--- config.mk ---
export PLATFORM = sky130hd
export DESIGN_NAME = dirc_regs
export DESIGN_NICKNAME = d
export VERILOG_FILES = /design/src/hw/dirc_pkg.sv /design/src/hw/dirc_regs.sv /design/src/hw/dirc_filter_mode.sv
export SDC_FILE = /design/constraint.sdc
export NUM_CORES = 1
export LEC_CHECK = 0
export BUFFER_PORTS_ARGS = -buffer_cell sky130_fd_sc_hd__buf_2
export CAP_MARGIN = 15
export CORE_UTILIZATION = 59
export DETAILED_ROUTE_END_ITERATION = 8
export PLACE_DENSITY = 0.84
export SLEW_MARGIN = 20
export SYNTH_ARGS = -nofsm -noshare
export SYNTH_HDL_FRONTEND = slang
export SYNTH_SLANG_ARGS = --single-unit
export TNS_END_PERCENT = 100
--- constraint.sdc ---
create_clock -name clock -period 4.55 [get_ports clock]
set_input_delay 0 -clock clock [delete_from_list [all_inputs] [get_ports clock]]
set_output_delay 0 -clock clock [all_outputs]
set_load 0.005 [all_outputs]
--- src/hw/dirc_pkg.sv ---
// Purpose: Shared constants, types and field layouts of the decoder id, power and input control registers.
// Assumes: Eight-bit host data and sixteen-bit host port addresses.
// Notes:   Every offset, timing count and control register reset lives here; the power code and video mode fields sit at bits 1:0 in dirc_regs.
package dirc_pkg;

  localparam int ADDR_W = 16;

  // Register byte addresses on the host port.
  localparam logic [ADDR_W-1:0] OFF_ID_LOW    = 16'h0006;
  localparam logic [ADDR_W-1:0] OFF_ID_HIGH   = 16'h0007;
  localparam logic [ADDR_W-1:0] OFF_PWR_STATE = 16'h0008;
  localparam logic [ADDR_W-1:0] OFF_PWR_CAP   = 16'h000a;
  localparam logic [ADDR_W-1:0] OFF_REV_LOW   = 16'h000c;
  localparam logic [ADDR_W-1:0] OFF_REV_HIGH  = 16'h000d;
  localparam logic [ADDR_W-1:0] OFF_SRC_SEL   = 16'h0100;
  localparam logic [ADDR_W-1:0] OFF_ANALOG    = 16'h0101;
  localparam logic [ADDR_W-1:0] OFF_OPMODE    = 16'h0102;
  localparam logic [ADDR_W-1:0] OFF_VMODE     = 16'h0120;

  // Reset values and fixed read values.
  localparam logic [7:0] RST_SRC_SEL = 8'h00;
  localparam logic [7:0] RST_ANALOG  = 8'h15;
  localparam logic [7:0] RST_OPMODE  = 8'h00;
  localparam logic [7:0] RST_VMODE   = 8'h00;
  localparam logic [7:0] PWR_CAP_VAL = 8'h00;
  localparam logic [7:0] RD_ZERO     = 8'h00;

  // Revision identifier; the value is arbitrary.
  localparam logic [15:0] REV_ID = 16'h0203;

  // Field positions.
  localparam int SRC_CH1_BIT = 1;
  localparam int SRC_CH2_BIT = 0;
  localparam int OFS2_LSB    = 4;
  localparam int OFS1_LSB    = 2;
  localparam int GAIN_LSB    = 0;
  localparam int TVVCR_LSB   = 4;
  localparam int OSC_BIT     = 2;
  localparam int PDOWN_BIT   = 0;

  // Power state codes.
  localparam logic [1:0] PWR_CODE_FULL   = 2'h0;
  localparam logic [1:0] PWR_CODE_LOWEST = 2'h3;

  // Strap sampling: edges after reset release until the synchroniser output is valid.
  localparam logic [1:0] STRAP_WAIT = 2'h2;
  localparam logic [1:0] STRAP_DONE = 2'h3;

  typedef enum logic [1:0] {PWR_FULL, PWR_LOWEST} dirc_pwr_t;
  typedef enum logic [1:0] {OFS_DISABLED, OFS_ENABLED, OFS_RESERVED, OFS_FROZEN} dirc_ctl_mode_t;
  typedef enum logic [1:0] {TVM_AUTO, TVM_MANUAL, TVM_VCR, TVM_TV} dirc_tvvcr_t;
  typedef enum logic [1:0] {VM_COMP_ONE, VM_YC_TWO_ONE, VM_YC_ONE_TWO, VM_COMP_TWO} dirc_vmode_t;

  typedef struct packed {
    logic              wr;
    logic              rd;
    logic [ADDR_W-1:0] addr;
    logic [7:0]        data;
  } dirc_host_req_t;

  typedef struct packed {
    logic [7:0] dataPins;
    logic [1:0] addrPins;
    logic       vertical_sync_pin;
    logic       horizontal_sync_pin;
    logic [1:0] lumaOutHigh;
    logic [1:0] chromaOutHigh;
  } dirc_strap_t;

  typedef struct packed {
    logic chanOneFromB;
    logic chanTwoFromB;
    logic lumaOnTwo;
    logic chromaPresent;
  } dirc_route_t;

  typedef struct packed {
    logic       apply;
    logic       adaptive_comb_enable;
    logic       chromaCombEnable;
    logic [2:0] chromaCombModeMask;
    logic [2:0] chroma_comb_mode;
    logic       luma_filter_select_bit;
    logic [1:0] chroma_filter_select;
    logic [1:0] luma_filter_field;
  } dirc_filter_ovr_t;

endpackage

--- src/hw/dirc_regs.sv ---
// Purpose: Identifier, power and analog input control registers of the video decoder host port.
// Assumes: One host request per cycle; the host waits for the strap capture before its first access.
// Notes:   Read data appears one cycle after the read request, marked by rdValid.
// Overview of operation
// Strap data pins into identifier low byte.
// Strap address, sync, output pins into high byte.
// Host may overwrite identifier once, first access.
// After first access identifier is read-only.
// Power state reads in two low bits.
// Code 00 full on, 11 converters off.
// Codes 01 and 10 are not implemented.
// Writing power bits changes state immediately.
// Unsupported codes keep the current power state.
// Power capability reads as zero, read-only.
// Sixteen-bit revision constant, high byte higher address.
// Source bit 1 picks channel one input.
// Source bit 0 picks channel two input.
// Video mode field selects composite or luma/chroma.
// Channel two offset control mode decode.
// Channel one offset control mode decode.
// Gain control mode decode.
// TV/VCR field selects auto, manual, forced modes.
// Unstable syncs force nonstandard handling in auto.
// Auto mode toggles filters between both value sets.
// Forced nonstandard mode filter values per standard.
// Forced standard mode filter values.
// Bit 2 holds subcarrier oscillator at nominal.
// Bit 0 enters power-down mode.
module dirc_regs (
  // Clock and reset.
  input  wire logic                       clock,
  input  wire logic                       arst_n,
  // Host register port.
  input  wire dirc_pkg::dirc_host_req_t   hostReq,
  output      logic [7:0]                 rdData,
  output      logic                       rdValid,
  // Strap pins sampled after reset.
  input  wire dirc_pkg::dirc_strap_t      strapPins,
  // Video detection.
  input  wire logic                       palStandard,
  input  wire logic                       syncUnstable,
  // Power and oscillator control.
  output      logic                       adcOff,
  output      logic                       clockMinimum,
  output      logic                       oscFreeze,
  // Analog front end control.
  output      dirc_pkg::dirc_route_t      route,
  output      dirc_pkg::dirc_vmode_t      videoMode,
  output      dirc_pkg::dirc_ctl_mode_t   offsetModeOne,
  output      dirc_pkg::dirc_ctl_mode_t   offsetModeTwo,
  output      dirc_pkg::dirc_ctl_mode_t   gainMode,
  // Filter overrides.
  output      dirc_pkg::dirc_filter_ovr_t filterOvr,
  output      logic                       vcrActive
);

  // Both offset fields and the gain field share one encoding.
  function automatic dirc_pkg::dirc_ctl_mode_t ctlMode(input logic [1:0] code);
    ctlMode = dirc_pkg::dirc_ctl_mode_t'(code);
  endfunction

  function automatic logic hit(input logic [dirc_pkg::ADDR_W-1:0] addr, input logic [dirc_pkg::ADDR_W-1:0] off);
    hit = (addr == off);
  endfunction

  dirc_pkg::dirc_strap_t strapSync1_ff;
  dirc_pkg::dirc_strap_t strapSync2_ff;
  logic [1:0]            startCnt_ff;
  logic [7:0]            idLow_ff;
  logic [7:0]            idHigh_ff;
  logic                  lockLow_ff;
  logic                  lockHigh_ff;
  dirc_pkg::dirc_pwr_t   pwr_ff;
  dirc_pkg::dirc_pwr_t   nxt_pwr;
  logic [7:0]            srcSel_ff;
  logic [7:0]            analog_ff;
  logic [7:0]            opMode_ff;
  logic [7:0]            vmode_ff;
  logic [7:0]            rdData_ff;
  logic                  rdValid_ff;

  logic       strapDone;
  logic       strapTake;
  logic       anyAccess;
  logic       wrEn;
  logic       hitIdLow;
  logic       hitIdHigh;
  logic       hitPwr;
  logic       hitCap;
  logic       hitRevLow;
  logic       hitRevHigh;
  logic       hitSrc;
  logic       hitAnalog;
  logic       hitOpMode;
  logic       hitVmode;
  logic       wrIdLow;
  logic       wrIdHigh;
  logic [1:0] pwrCode;
  logic [7:0] readMux;

  // Address decode.
  assign hitIdLow   = hit(hostReq.addr, dirc_pkg::OFF_ID_LOW);
  assign hitIdHigh  = hit(hostReq.addr, dirc_pkg::OFF_ID_HIGH);
  assign hitPwr     = hit(hostReq.addr, dirc_pkg::OFF_PWR_STATE);
  assign hitCap     = hit(hostReq.addr, dirc_pkg::OFF_PWR_CAP);
  assign hitRevLow  = hit(hostReq.addr, dirc_pkg::OFF_REV_LOW);
  assign hitRevHigh = hit(hostReq.addr, dirc_pkg::OFF_REV_HIGH);
  assign hitSrc     = hit(hostReq.addr, dirc_pkg::OFF_SRC_SEL);
  assign hitAnalog  = hit(hostReq.addr, dirc_pkg::OFF_ANALOG);
  assign hitOpMode  = hit(hostReq.addr, dirc_pkg::OFF_OPMODE);
  assign hitVmode   = hit(hostReq.addr, dirc_pkg::OFF_VMODE);

  assign wrEn      = hostReq.wr;
  assign anyAccess = hostReq.wr || hostReq.rd;

  // Strap capture; accesses to the identifier before it are ignored so the straps cannot be lost.
  assign strapTake = (startCnt_ff == dirc_pkg::STRAP_WAIT);
  assign strapDone = (startCnt_ff == dirc_pkg::STRAP_DONE);
  assign wrIdLow   = wrEn && hitIdLow && strapDone && !lockLow_ff;
  assign wrIdHigh  = wrEn && hitIdHigh && strapDone && !lockHigh_ff;

  always_ff @(posedge clock or negedge arst_n) begin
    if (!arst_n) begin
      strapSync1_ff <= '0;
      strapSync2_ff <= '0;
      startCnt_ff   <= 2'h0;
    end else begin
      strapSync1_ff <= strapPins;
      strapSync2_ff <= strapSync1_ff;
      startCnt_ff   <= strapDone ? startCnt_ff : startCnt_ff + 2'h1;
    end
  end

  always_ff @(posedge clock or negedge arst_n) begin
    if (!arst_n) begin
      idLow_ff <= 8'h00;
    end else if (strapTake) begin
      idLow_ff <= strapSync2_ff.dataPins;
    end else if (wrIdLow) begin
      idLow_ff <= hostReq.data;
    end
  end

  always_ff @(posedge clock or negedge arst_n) begin
    if (!arst_n) begin
      idHigh_ff <= 8'h00;
    end else if (strapTake) begin
      idHigh_ff <= {strapSync2_ff.addrPins, strapSync2_ff.vertical_sync_pin,
                    strapSync2_ff.horizontal_sync_pin, strapSync2_ff.lumaOutHigh, strapSync2_ff.chromaOutHigh};
    end else if (wrIdHigh) begin
      idHigh_ff <= hostReq.data;
    end
  end

  // Any read or write of an identifier byte after the strap capture locks that byte until reset.
  always_ff @(posedge clock or negedge arst_n) begin
    if (!arst_n) begin
      lockLow_ff  <= 1'b0;
      lockHigh_ff <= 1'b0;
    end else begin
      lockLow_ff  <= lockLow_ff || (anyAccess && hitIdLow && strapDone);
      lockHigh_ff <= lockHigh_ff || (anyAccess && hitIdHigh && strapDone);
    end
  end

  // Only the two implemented codes move the state; the others leave it as it is.
  assign pwrCode = hostReq.data[1:0];
  always_comb begin
    nxt_pwr = pwr_ff;
    if (wrEn && hitPwr) begin
      if (pwrCode == dirc_pkg::PWR_CODE_FULL) begin
        nxt_pwr = dirc_pkg::PWR_FULL;
      end else if (pwrCode == dirc_pkg::PWR_CODE_LOWEST) begin
        nxt_pwr = dirc_pkg::PWR_LOWEST;
      end else begin
        nxt_pwr = pwr_ff;
      end
    end
  end

  always_ff @(posedge clock or negedge arst_n) begin
    if (!arst_n) begin
      pwr_ff    <= dirc_pkg::PWR_FULL;
      srcSel_ff <= dirc_pkg::RST_SRC_SEL;
      analog_ff <= dirc_pkg::RST_ANALOG;
      opMode_ff <= dirc_pkg::RST_OPMODE;
      vmode_ff  <= dirc_pkg::RST_VMODE;
    end else begin
      pwr_ff    <= nxt_pwr;
      srcSel_ff <= (wrEn && hitSrc) ? hostReq.data : srcSel_ff;
      analog_ff <= (wrEn && hitAnalog) ? hostReq.data : analog_ff;
      opMode_ff <= (wrEn && hitOpMode) ? hostReq.data : opMode_ff;
      vmode_ff  <= (wrEn && hitVmode) ? hostReq.data : vmode_ff;
    end
  end

  // Read path; unmapped addresses read as zero.
  assign readMux = hitIdLow   ? idLow_ff :
                   hitIdHigh  ? idHigh_ff :
                   hitPwr     ? {6'h00, (pwr_ff == dirc_pkg::PWR_LOWEST) ? dirc_pkg::PWR_CODE_LOWEST
                                                                       : dirc_pkg::PWR_CODE_FULL} :
                   hitCap     ? dirc_pkg::PWR_CAP_VAL :
                   hitRevLow  ? dirc_pkg::REV_ID[7:0] :
                   hitRevHigh ? dirc_pkg::REV_ID[15:8] :
                   hitSrc     ? srcSel_ff :
                   hitAnalog  ? analog_ff :
                   hitOpMode  ? opMode_ff :
                   hitVmode   ? vmode_ff : dirc_pkg::RD_ZERO;

  always_ff @(posedge clock or negedge arst_n) begin
    if (!arst_n) begin
      rdData_ff  <= 8'h00;
      rdValid_ff <= 1'b0;
    end else begin
      rdData_ff  <= hostReq.rd ? readMux : rdData_ff;
      rdValid_ff <= hostReq.rd;
    end
  end

  assign rdData  = rdData_ff;
  assign rdValid = rdValid_ff;

  // Either the power state or the power-down bit shuts the converters and slows the clocks.
  assign adcOff       = (pwr_ff == dirc_pkg::PWR_LOWEST) || opMode_ff[dirc_pkg::PDOWN_BIT];
  assign clockMinimum = adcOff;
  assign oscFreeze    = opMode_ff[dirc_pkg::OSC_BIT];

  assign videoMode = dirc_pkg::dirc_vmode_t'(vmode_ff[1:0]);
  assign route     = '{chanOneFromB:  srcSel_ff[dirc_pkg::SRC_CH1_BIT],
                       chanTwoFromB:  srcSel_ff[dirc_pkg::SRC_CH2_BIT],
                       lumaOnTwo:     videoMode inside {dirc_pkg::VM_COMP_TWO, dirc_pkg::VM_YC_TWO_ONE},
                       chromaPresent: videoMode inside {dirc_pkg::VM_YC_ONE_TWO, dirc_pkg::VM_YC_TWO_ONE}};

  assign offsetModeTwo = ctlMode(analog_ff[dirc_pkg::OFS2_LSB +: 2]);
  assign offsetModeOne = ctlMode(analog_ff[dirc_pkg::OFS1_LSB +: 2]);
  assign gainMode      = ctlMode(analog_ff[dirc_pkg::GAIN_LSB +: 2]);

  dirc_filter_mode u_filter_mode (
    .clock        (clock),
    .arst_n       (arst_n),
    .mode         (dirc_pkg::dirc_tvvcr_t'(opMode_ff[dirc_pkg::TVVCR_LSB +: 2])),
    .palStandard  (palStandard),
    .syncUnstable (syncUnstable),
    .filterOvr    (filterOvr),
    .vcrActive    (vcrActive)
  );

  a_strap_low: assert property (@(posedge clock) disable iff (!arst_n)
    strapTake |=> (idLow_ff == $past(strapSync2_ff.dataPins)))
    else $error("identifier low byte did not take the data strap pins");

  a_strap_high: assert property (@(posedge clock) disable iff (!arst_n)
    strapTake |=> (idHigh_ff[7:6] == $past(strapSync2_ff.addrPins)
      && idHigh_ff[1:0] == $past(strapSync2_ff.chromaOutHigh)))
    else $error("identifier high byte did not take its strap pins");

  a_id_first_write: assert property (@(posedge clock) disable iff (!arst_n)
    (strapDone && !lockLow_ff && wrEn && hitIdLow) |=> (idLow_ff == $past(hostReq.data) && lockLow_ff))
    else $error("first identifier write was not stored");

  a_id_lock_hold: assert property (@(posedge clock) disable iff (!arst_n)
    (lockHigh_ff && wrEn && hitIdHigh) |=> $stable(idHigh_ff))
    else $error("locked identifier changed on a write");

  a_pwr_read_zero: assert property (@(posedge clock) disable iff (!arst_n)
    (hostReq.rd && !hostReq.wr && hitPwr) |=> (rdValid && rdData[7:2] == 6'h00))
    else $error("power state read showed nonzero upper bits");

  a_pwr_lowest: assert property (@(posedge clock) disable iff (!arst_n)
    (wrEn && hitPwr && pwrCode == dirc_pkg::PWR_CODE_LOWEST) |=> (adcOff && clockMinimum))
    else $error("writing the lowest power code did not shut the converters");

  a_pwr_bad_code: assert property (@(posedge clock) disable iff (!arst_n)
    (wrEn && hitPwr && (pwrCode == 2'h1 || pwrCode == 2'h2)) |=> $stable(pwr_ff))
    else $error("unsupported power code changed the power state");

  a_cap_read: assert property (@(posedge clock) disable iff (!arst_n)
    (hostReq.rd && hitCap) |=> (rdValid && rdData == 8'h00))
    else $error("power capability did not read as zero");

  a_rev_high: assert property (@(posedge clock) disable iff (!arst_n)
    (hostReq.rd && hitRevHigh) |=> (rdData == dirc_pkg::REV_ID[15:8]))
    else $error("revision high byte read wrong");

  a_pdown_bit: assert property (@(posedge clock) disable iff (!arst_n)
    (wrEn && hitOpMode && hostReq.data[0]) |=> adcOff)
    else $error("power-down bit did not shut the converters");

endmodule // dirc_regs

--- src/hw/dirc_filter_mode.sv ---
// Purpose: Turns the TV/VCR mode and sync detection into filter field overrides.
// Assumes: Detection and standard inputs come from logic on the same clock.
// Notes:   Fields the table leaves unchanged are reported through the mode mask.
module dirc_filter_mode (
  // Clock and reset.
  input  wire logic                       clock,
  input  wire logic                       arst_n,
  // Mode and detection.
  input  wire dirc_pkg::dirc_tvvcr_t      mode,
  input  wire logic                       palStandard,
  input  wire logic                       syncUnstable,
  // Overrides.
  output      dirc_pkg::dirc_filter_ovr_t filterOvr,
  output      logic                       vcrActive
);

  dirc_pkg::dirc_filter_ovr_t filterOvr_ff;
  dirc_pkg::dirc_filter_ovr_t nxt_filterOvr;
  logic                       vcrActive_ff;
  logic                       wantVcr;
  logic                       wantApply;

  assign wantVcr   = (mode == dirc_pkg::TVM_VCR) || (mode == dirc_pkg::TVM_AUTO && syncUnstable);
  assign wantApply = (mode != dirc_pkg::TVM_MANUAL);

  always_comb begin
    nxt_filterOvr = '0;
    nxt_filterOvr.apply = wantApply;
    if (wantVcr) begin
      nxt_filterOvr.adaptive_comb_enable   = 1'b0;
      nxt_filterOvr.chromaCombEnable       = palStandard;
      nxt_filterOvr.chromaCombModeMask     = palStandard ? 3'h4 : 3'h0;
      nxt_filterOvr.chroma_comb_mode       = palStandard ? 3'h4 : 3'h0;
      nxt_filterOvr.luma_filter_select_bit = 1'b1;
      nxt_filterOvr.chroma_filter_select   = palStandard ? 2'h1 : 2'h2;
      nxt_filterOvr.luma_filter_field      = 2'h3;
    end else begin
      nxt_filterOvr.adaptive_comb_enable   = 1'b1;
      nxt_filterOvr.chromaCombEnable       = 1'b1;
      nxt_filterOvr.chromaCombModeMask     = 3'h7;
      nxt_filterOvr.chroma_comb_mode       = 3'h0;
      nxt_filterOvr.luma_filter_select_bit = 1'b0;
      nxt_filterOvr.chroma_filter_select   = 2'h0;
      nxt_filterOvr.luma_filter_field      = 2'h0;
    end
  end

  always_ff @(posedge clock or negedge arst_n) begin
    if (!arst_n) begin
      filterOvr_ff <= '0;
      vcrActive_ff <= 1'b0;
    end else begin
      filterOvr_ff <= nxt_filterOvr;
      vcrActive_ff <= wantVcr && wantApply;
    end
  end

  assign filterOvr = filterOvr_ff;
  assign vcrActive = vcrActive_ff;

  a_tv_forced: assert property (@(posedge clock) disable iff (!arst_n)
    (mode == dirc_pkg::TVM_TV) |=> (filterOvr.apply && filterOvr.adaptive_comb_enable
      && filterOvr.chroma_comb_mode == 3'h0 && !filterOvr.luma_filter_select_bit))
    else $error("forced standard mode did not apply standard filter values");

  a_vcr_forced: assert property (@(posedge clock) disable iff (!arst_n)
    (mode == dirc_pkg::TVM_VCR) |=> (vcrActive && !filterOvr.adaptive_comb_enable
      && filterOvr.luma_filter_field == 2'h3))
    else $error("forced nonstandard mode did not apply its filter values");

  a_auto_switch: assert property (@(posedge clock) disable iff (!arst_n)
    (mode == dirc_pkg::TVM_AUTO && syncUnstable) |=> (vcrActive && filterOvr.luma_filter_select_bit))
    else $error("unstable syncs in automatic mode did not select nonstandard handling");

endmodule // dirc_filter_mode

==> qor.csv <==
stage,metric,value,unit
outcome,status,"finished, final reports clean",
yosys,yosysTopAreaCellShare,0.541,
floorplan,core_area,7330,µm²
run,max-cap-violations,0,
yosys,synth_warnings,0,
power,power.density,295,nW/µm²
clock_network,root_buffer,clkbuf_8,
critical_path,required,4.76,ns
grt,grt_pass1_wl,13.6,mm
power,p_leak,2.62,nW
power,netSwitchingPower,0.384,mW
sta,hold_viol_final,0,
finish,final_common_cell,dfrtp_1,
yosys,ys.flop_type,dfrtp_1,
hold_path,hp-start,hostReq[9],
power,pwr-share-seq,0.593,
grt,grt_start_max_net_pins,62,
finish,mostFrequentLayoutCells,"dfrtp_1 (98), buf_2 (81), nand2_1 (37)",
sta,final.min_clock_period,2.19,ns
floorplan,dieArea,8040,µm²
yosys,synth_edf_count,0,
critical_path,max_stage_delay,0.75,ns
finish,fin_nets,509,
critical_path,slowest_stage,or4_1,
clock_network,holdBufCountCts,28,
critical_path,critical_path_class,in2reg,
clock_network,cts_tree,yes,
drt,vias,3052,
clock_network,cts_made_buffers,9,
critical_path,crit-reg2reg-capture,idHigh_ff[5],
floorplan,die_w,89.7,µm
drt,wire_per_inst,15.1,µm
sta,hold_ws,0.0989,ns
finish,drive_above_1_share,0.337,
clock_network,htree_levels,3,
power,peakVddDrop,0.286,mV
finish,syn_to_final_growth,17.1,%
yosys,netlist_instances,369,
sta,clock.fmax,458,MHz
drt,drtIter0Drc,148,
sta,min_period_over_period,0.480,
hold_path,hp-class,in2reg,
grt,grt_pass1_vias,2880,
clock_network,clkTransAtPathRegs,0.09,ns
floorplan,initial_utilization,0.618,
yosys,synthDistinctLibCells,60,
sta,relSlewSlack,0.451,
finish,diodes,0,
critical_path,r2r-start,startCnt_ff[0],
critical_path,cp_top_family,simple AND/OR/NAND/NOR gates,
drt,finalWirelength,8.49,mm
yosys,synth_area,4530,µm²
placed_design,portBuffers,82,
yosys,seq_area_frac_synth,0.558,
drt,avgViaCountPerCell,5.43,
finish,final_cells,562,
clock_network,cts_setup_buffers,0,
critical_path,startpoint_type,input pin,
floorplan,rows,31,
drt,ant_nets,0,
power,p_comb_frac,0.073,
critical_path,worst-r2r-cell-count,4,
power,report.power.total,1.57,mW
critical_path,critPathCaptureType,flip-flop,
sta,setup_tns,0,ns
yosys,async_flop_share,1.00,
grt,grt_antenna_before_repair,0,
placed_design,place_congestion,0.857,
clock_network,cts_num_sinks,101,
clock_network,max-clock-path-buffers,2,
critical_path,path_cells,buf_2 -> or4_1 -> nor4_4 -> nand4_2 -> mux2i_1 -> o21ai_0,
sta,final.setup_skew,0.00704,ns
sta,maxSlewViolCount,0,
drt,drc,0,
floorplan,io_pins,85,
floorplan,chipHeight,89.7,µm
critical_path,critPathCapture,idHigh_ff[5],
yosys,synthTopCellsByArea,"dfrtp_1 (54%), mux2_2 (6.5%), mux2i_1 (4.4%)",
finish,finish.instance_area,5310,µm²
critical_path,worst-path-buf-inv,1,
clock_network,insertion_delay,0.37,ns
power,intPower,1.18,mW
grt,overflow,0,
critical_path,startpoint,hostReq[19],
power,pwr-share-clk,0.333,
clock_network,cts_resized,0,
grt,grtUsageTotal,0.230,
power,switching_share,0.245,
yosys,ys_seq_elements,101,
critical_path,r2r_setup_slack,2.84,ns
sta,rsz0062_at_grt,false,
critical_path,worstPathMaxFanout,11,
critical_path,cp.arrival,2.40,ns
sta,final-setup-viol-count,0,
yosys,syn_avg_cell_area,12.3,µm²
critical_path,worst-path-stages,6,
drt,firstDrtPassIters,5,
sta,worstMarginPinSlew,0.824,ns
yosys,synth_top_cell_by_area,dfrtp_1,
placed_design,place_inst,518,
placed_design,dp_hpwl,5.96,mm
placed_design,post_dp_cell_area,4850,µm²
## cell usage after synthesis, drive strengths merged (3+ instances only)
library cell	instances
nor4b	3
o21ai	30
and3	4
o31ai	5
dfstp	3
nor4	5
ha	5
clkbuf	7
inv	12
or4	3
nand3b	3
dfrtp	98
mux2	33
or4b	4
buf	27
nand2	39
mux2i	20
nor2	10
or3	6
a31oi	6
nor3	7
nor2b	9
## flip-flops by register name, indices dropped and copies added, names as in the netlist
signal,count
opMode_ff,8
vmode_ff,8
idLow_ff,8
u_filter_mode.vcrActive,1
rdData,8
startCnt_ff,2
u_filter_mode.filterOvr,6
srcSel_ff,8
lockLow_ff,1
rdValid,1
pwr_ff,1
strapSync2_ff,16
analog_ff,8
strapSync1_ff,16
idHigh_ff,8
lockHigh_ff,1
## cells by family after synthesis
kind of cell / after synthesis / synth area share
compound gates: 59 / 0.0839
xor+xnor: 1 / 0.00193
fa+ha+maj: 5 / 0.0138
buf+inv: 46 / 0.0610
flops: 101 / 0.558
mux: 53 / 0.132
other cells: 1 / 0.000827
simple gates: 103 / 0.148
## power by group through the flow
| stage | Clock [mW] | Combinational, mW | Sequential, mW |
|---|---|---|---|
| global route | 0.573 | 0.128 | 0.933 |
| global placement | 0 | 0.0937 | 0.947 |
| detailed placement | 0 | 0.0970 | 0.948 |
| CTS | 0.538 | 0.116 | 0.930 |
| finish | 0.522 | 0.115 | 0.930 |
| floorplan | 0 | 0.0447 | 0.947 |
## routing by layer
layer | global-route usage | up-vias | wire length [µm]
met5 | 0 | - | 0
met4 | 0.0736 | 0 | 102
met3 | 0.0603 | 10 | 424
met2 | 0.379 | 98 | 4260
met1 | 0.299 | 1488 | 3710
li1 | - | 1456 | -
## worst min path at each step
stage,end,cells after the start,slack [ns]
CTS,pwr_ff[0],4,0.08
finish,pwr_ff[0],4,0.1
floorplan,analog_ff[1],0,-0.30
detailed placement,strapSync1_ff[13],1,-0.002
global route,lockLow_ff,2,0.14
global placement,strapSync1_ff[4],1,-0.01
## layout make-up
cell class                      count  area, µm²
Sequential cell                   101       2530
Fill cell                         478       2020
Multi-Input combinational cell    223       1730
Timing Repair Buffer              111        701
Clock buffer                       10        128
Tap cell                           99        124
Clock inverter                      6       51.3
Inverter                           12       45.0
## metrics by stage
step | setup WS (ns) | util
6_report | 2.36 | 0.724
2_1_floorplan | 2.76 | -
3_3_place_gp | 2.12 | 0.662
4_1_cts | 2.37 | 0.724
5_1_grt | 2.26 | 0.724
3_5_place_dp | 1.97 | 0.662
## worst min-delay path, delay by kind of cell
| family | cells | cell delay (ns) |
|---|---|---|
| buffers and inverters | 1 | 0.16 |
| AOI/OAI and AO/OA | 1 | 0.07 |
| and+or+nand+nor | 2 | 0.19 |
Note: power is estimated with default switching activity, not from simulation.
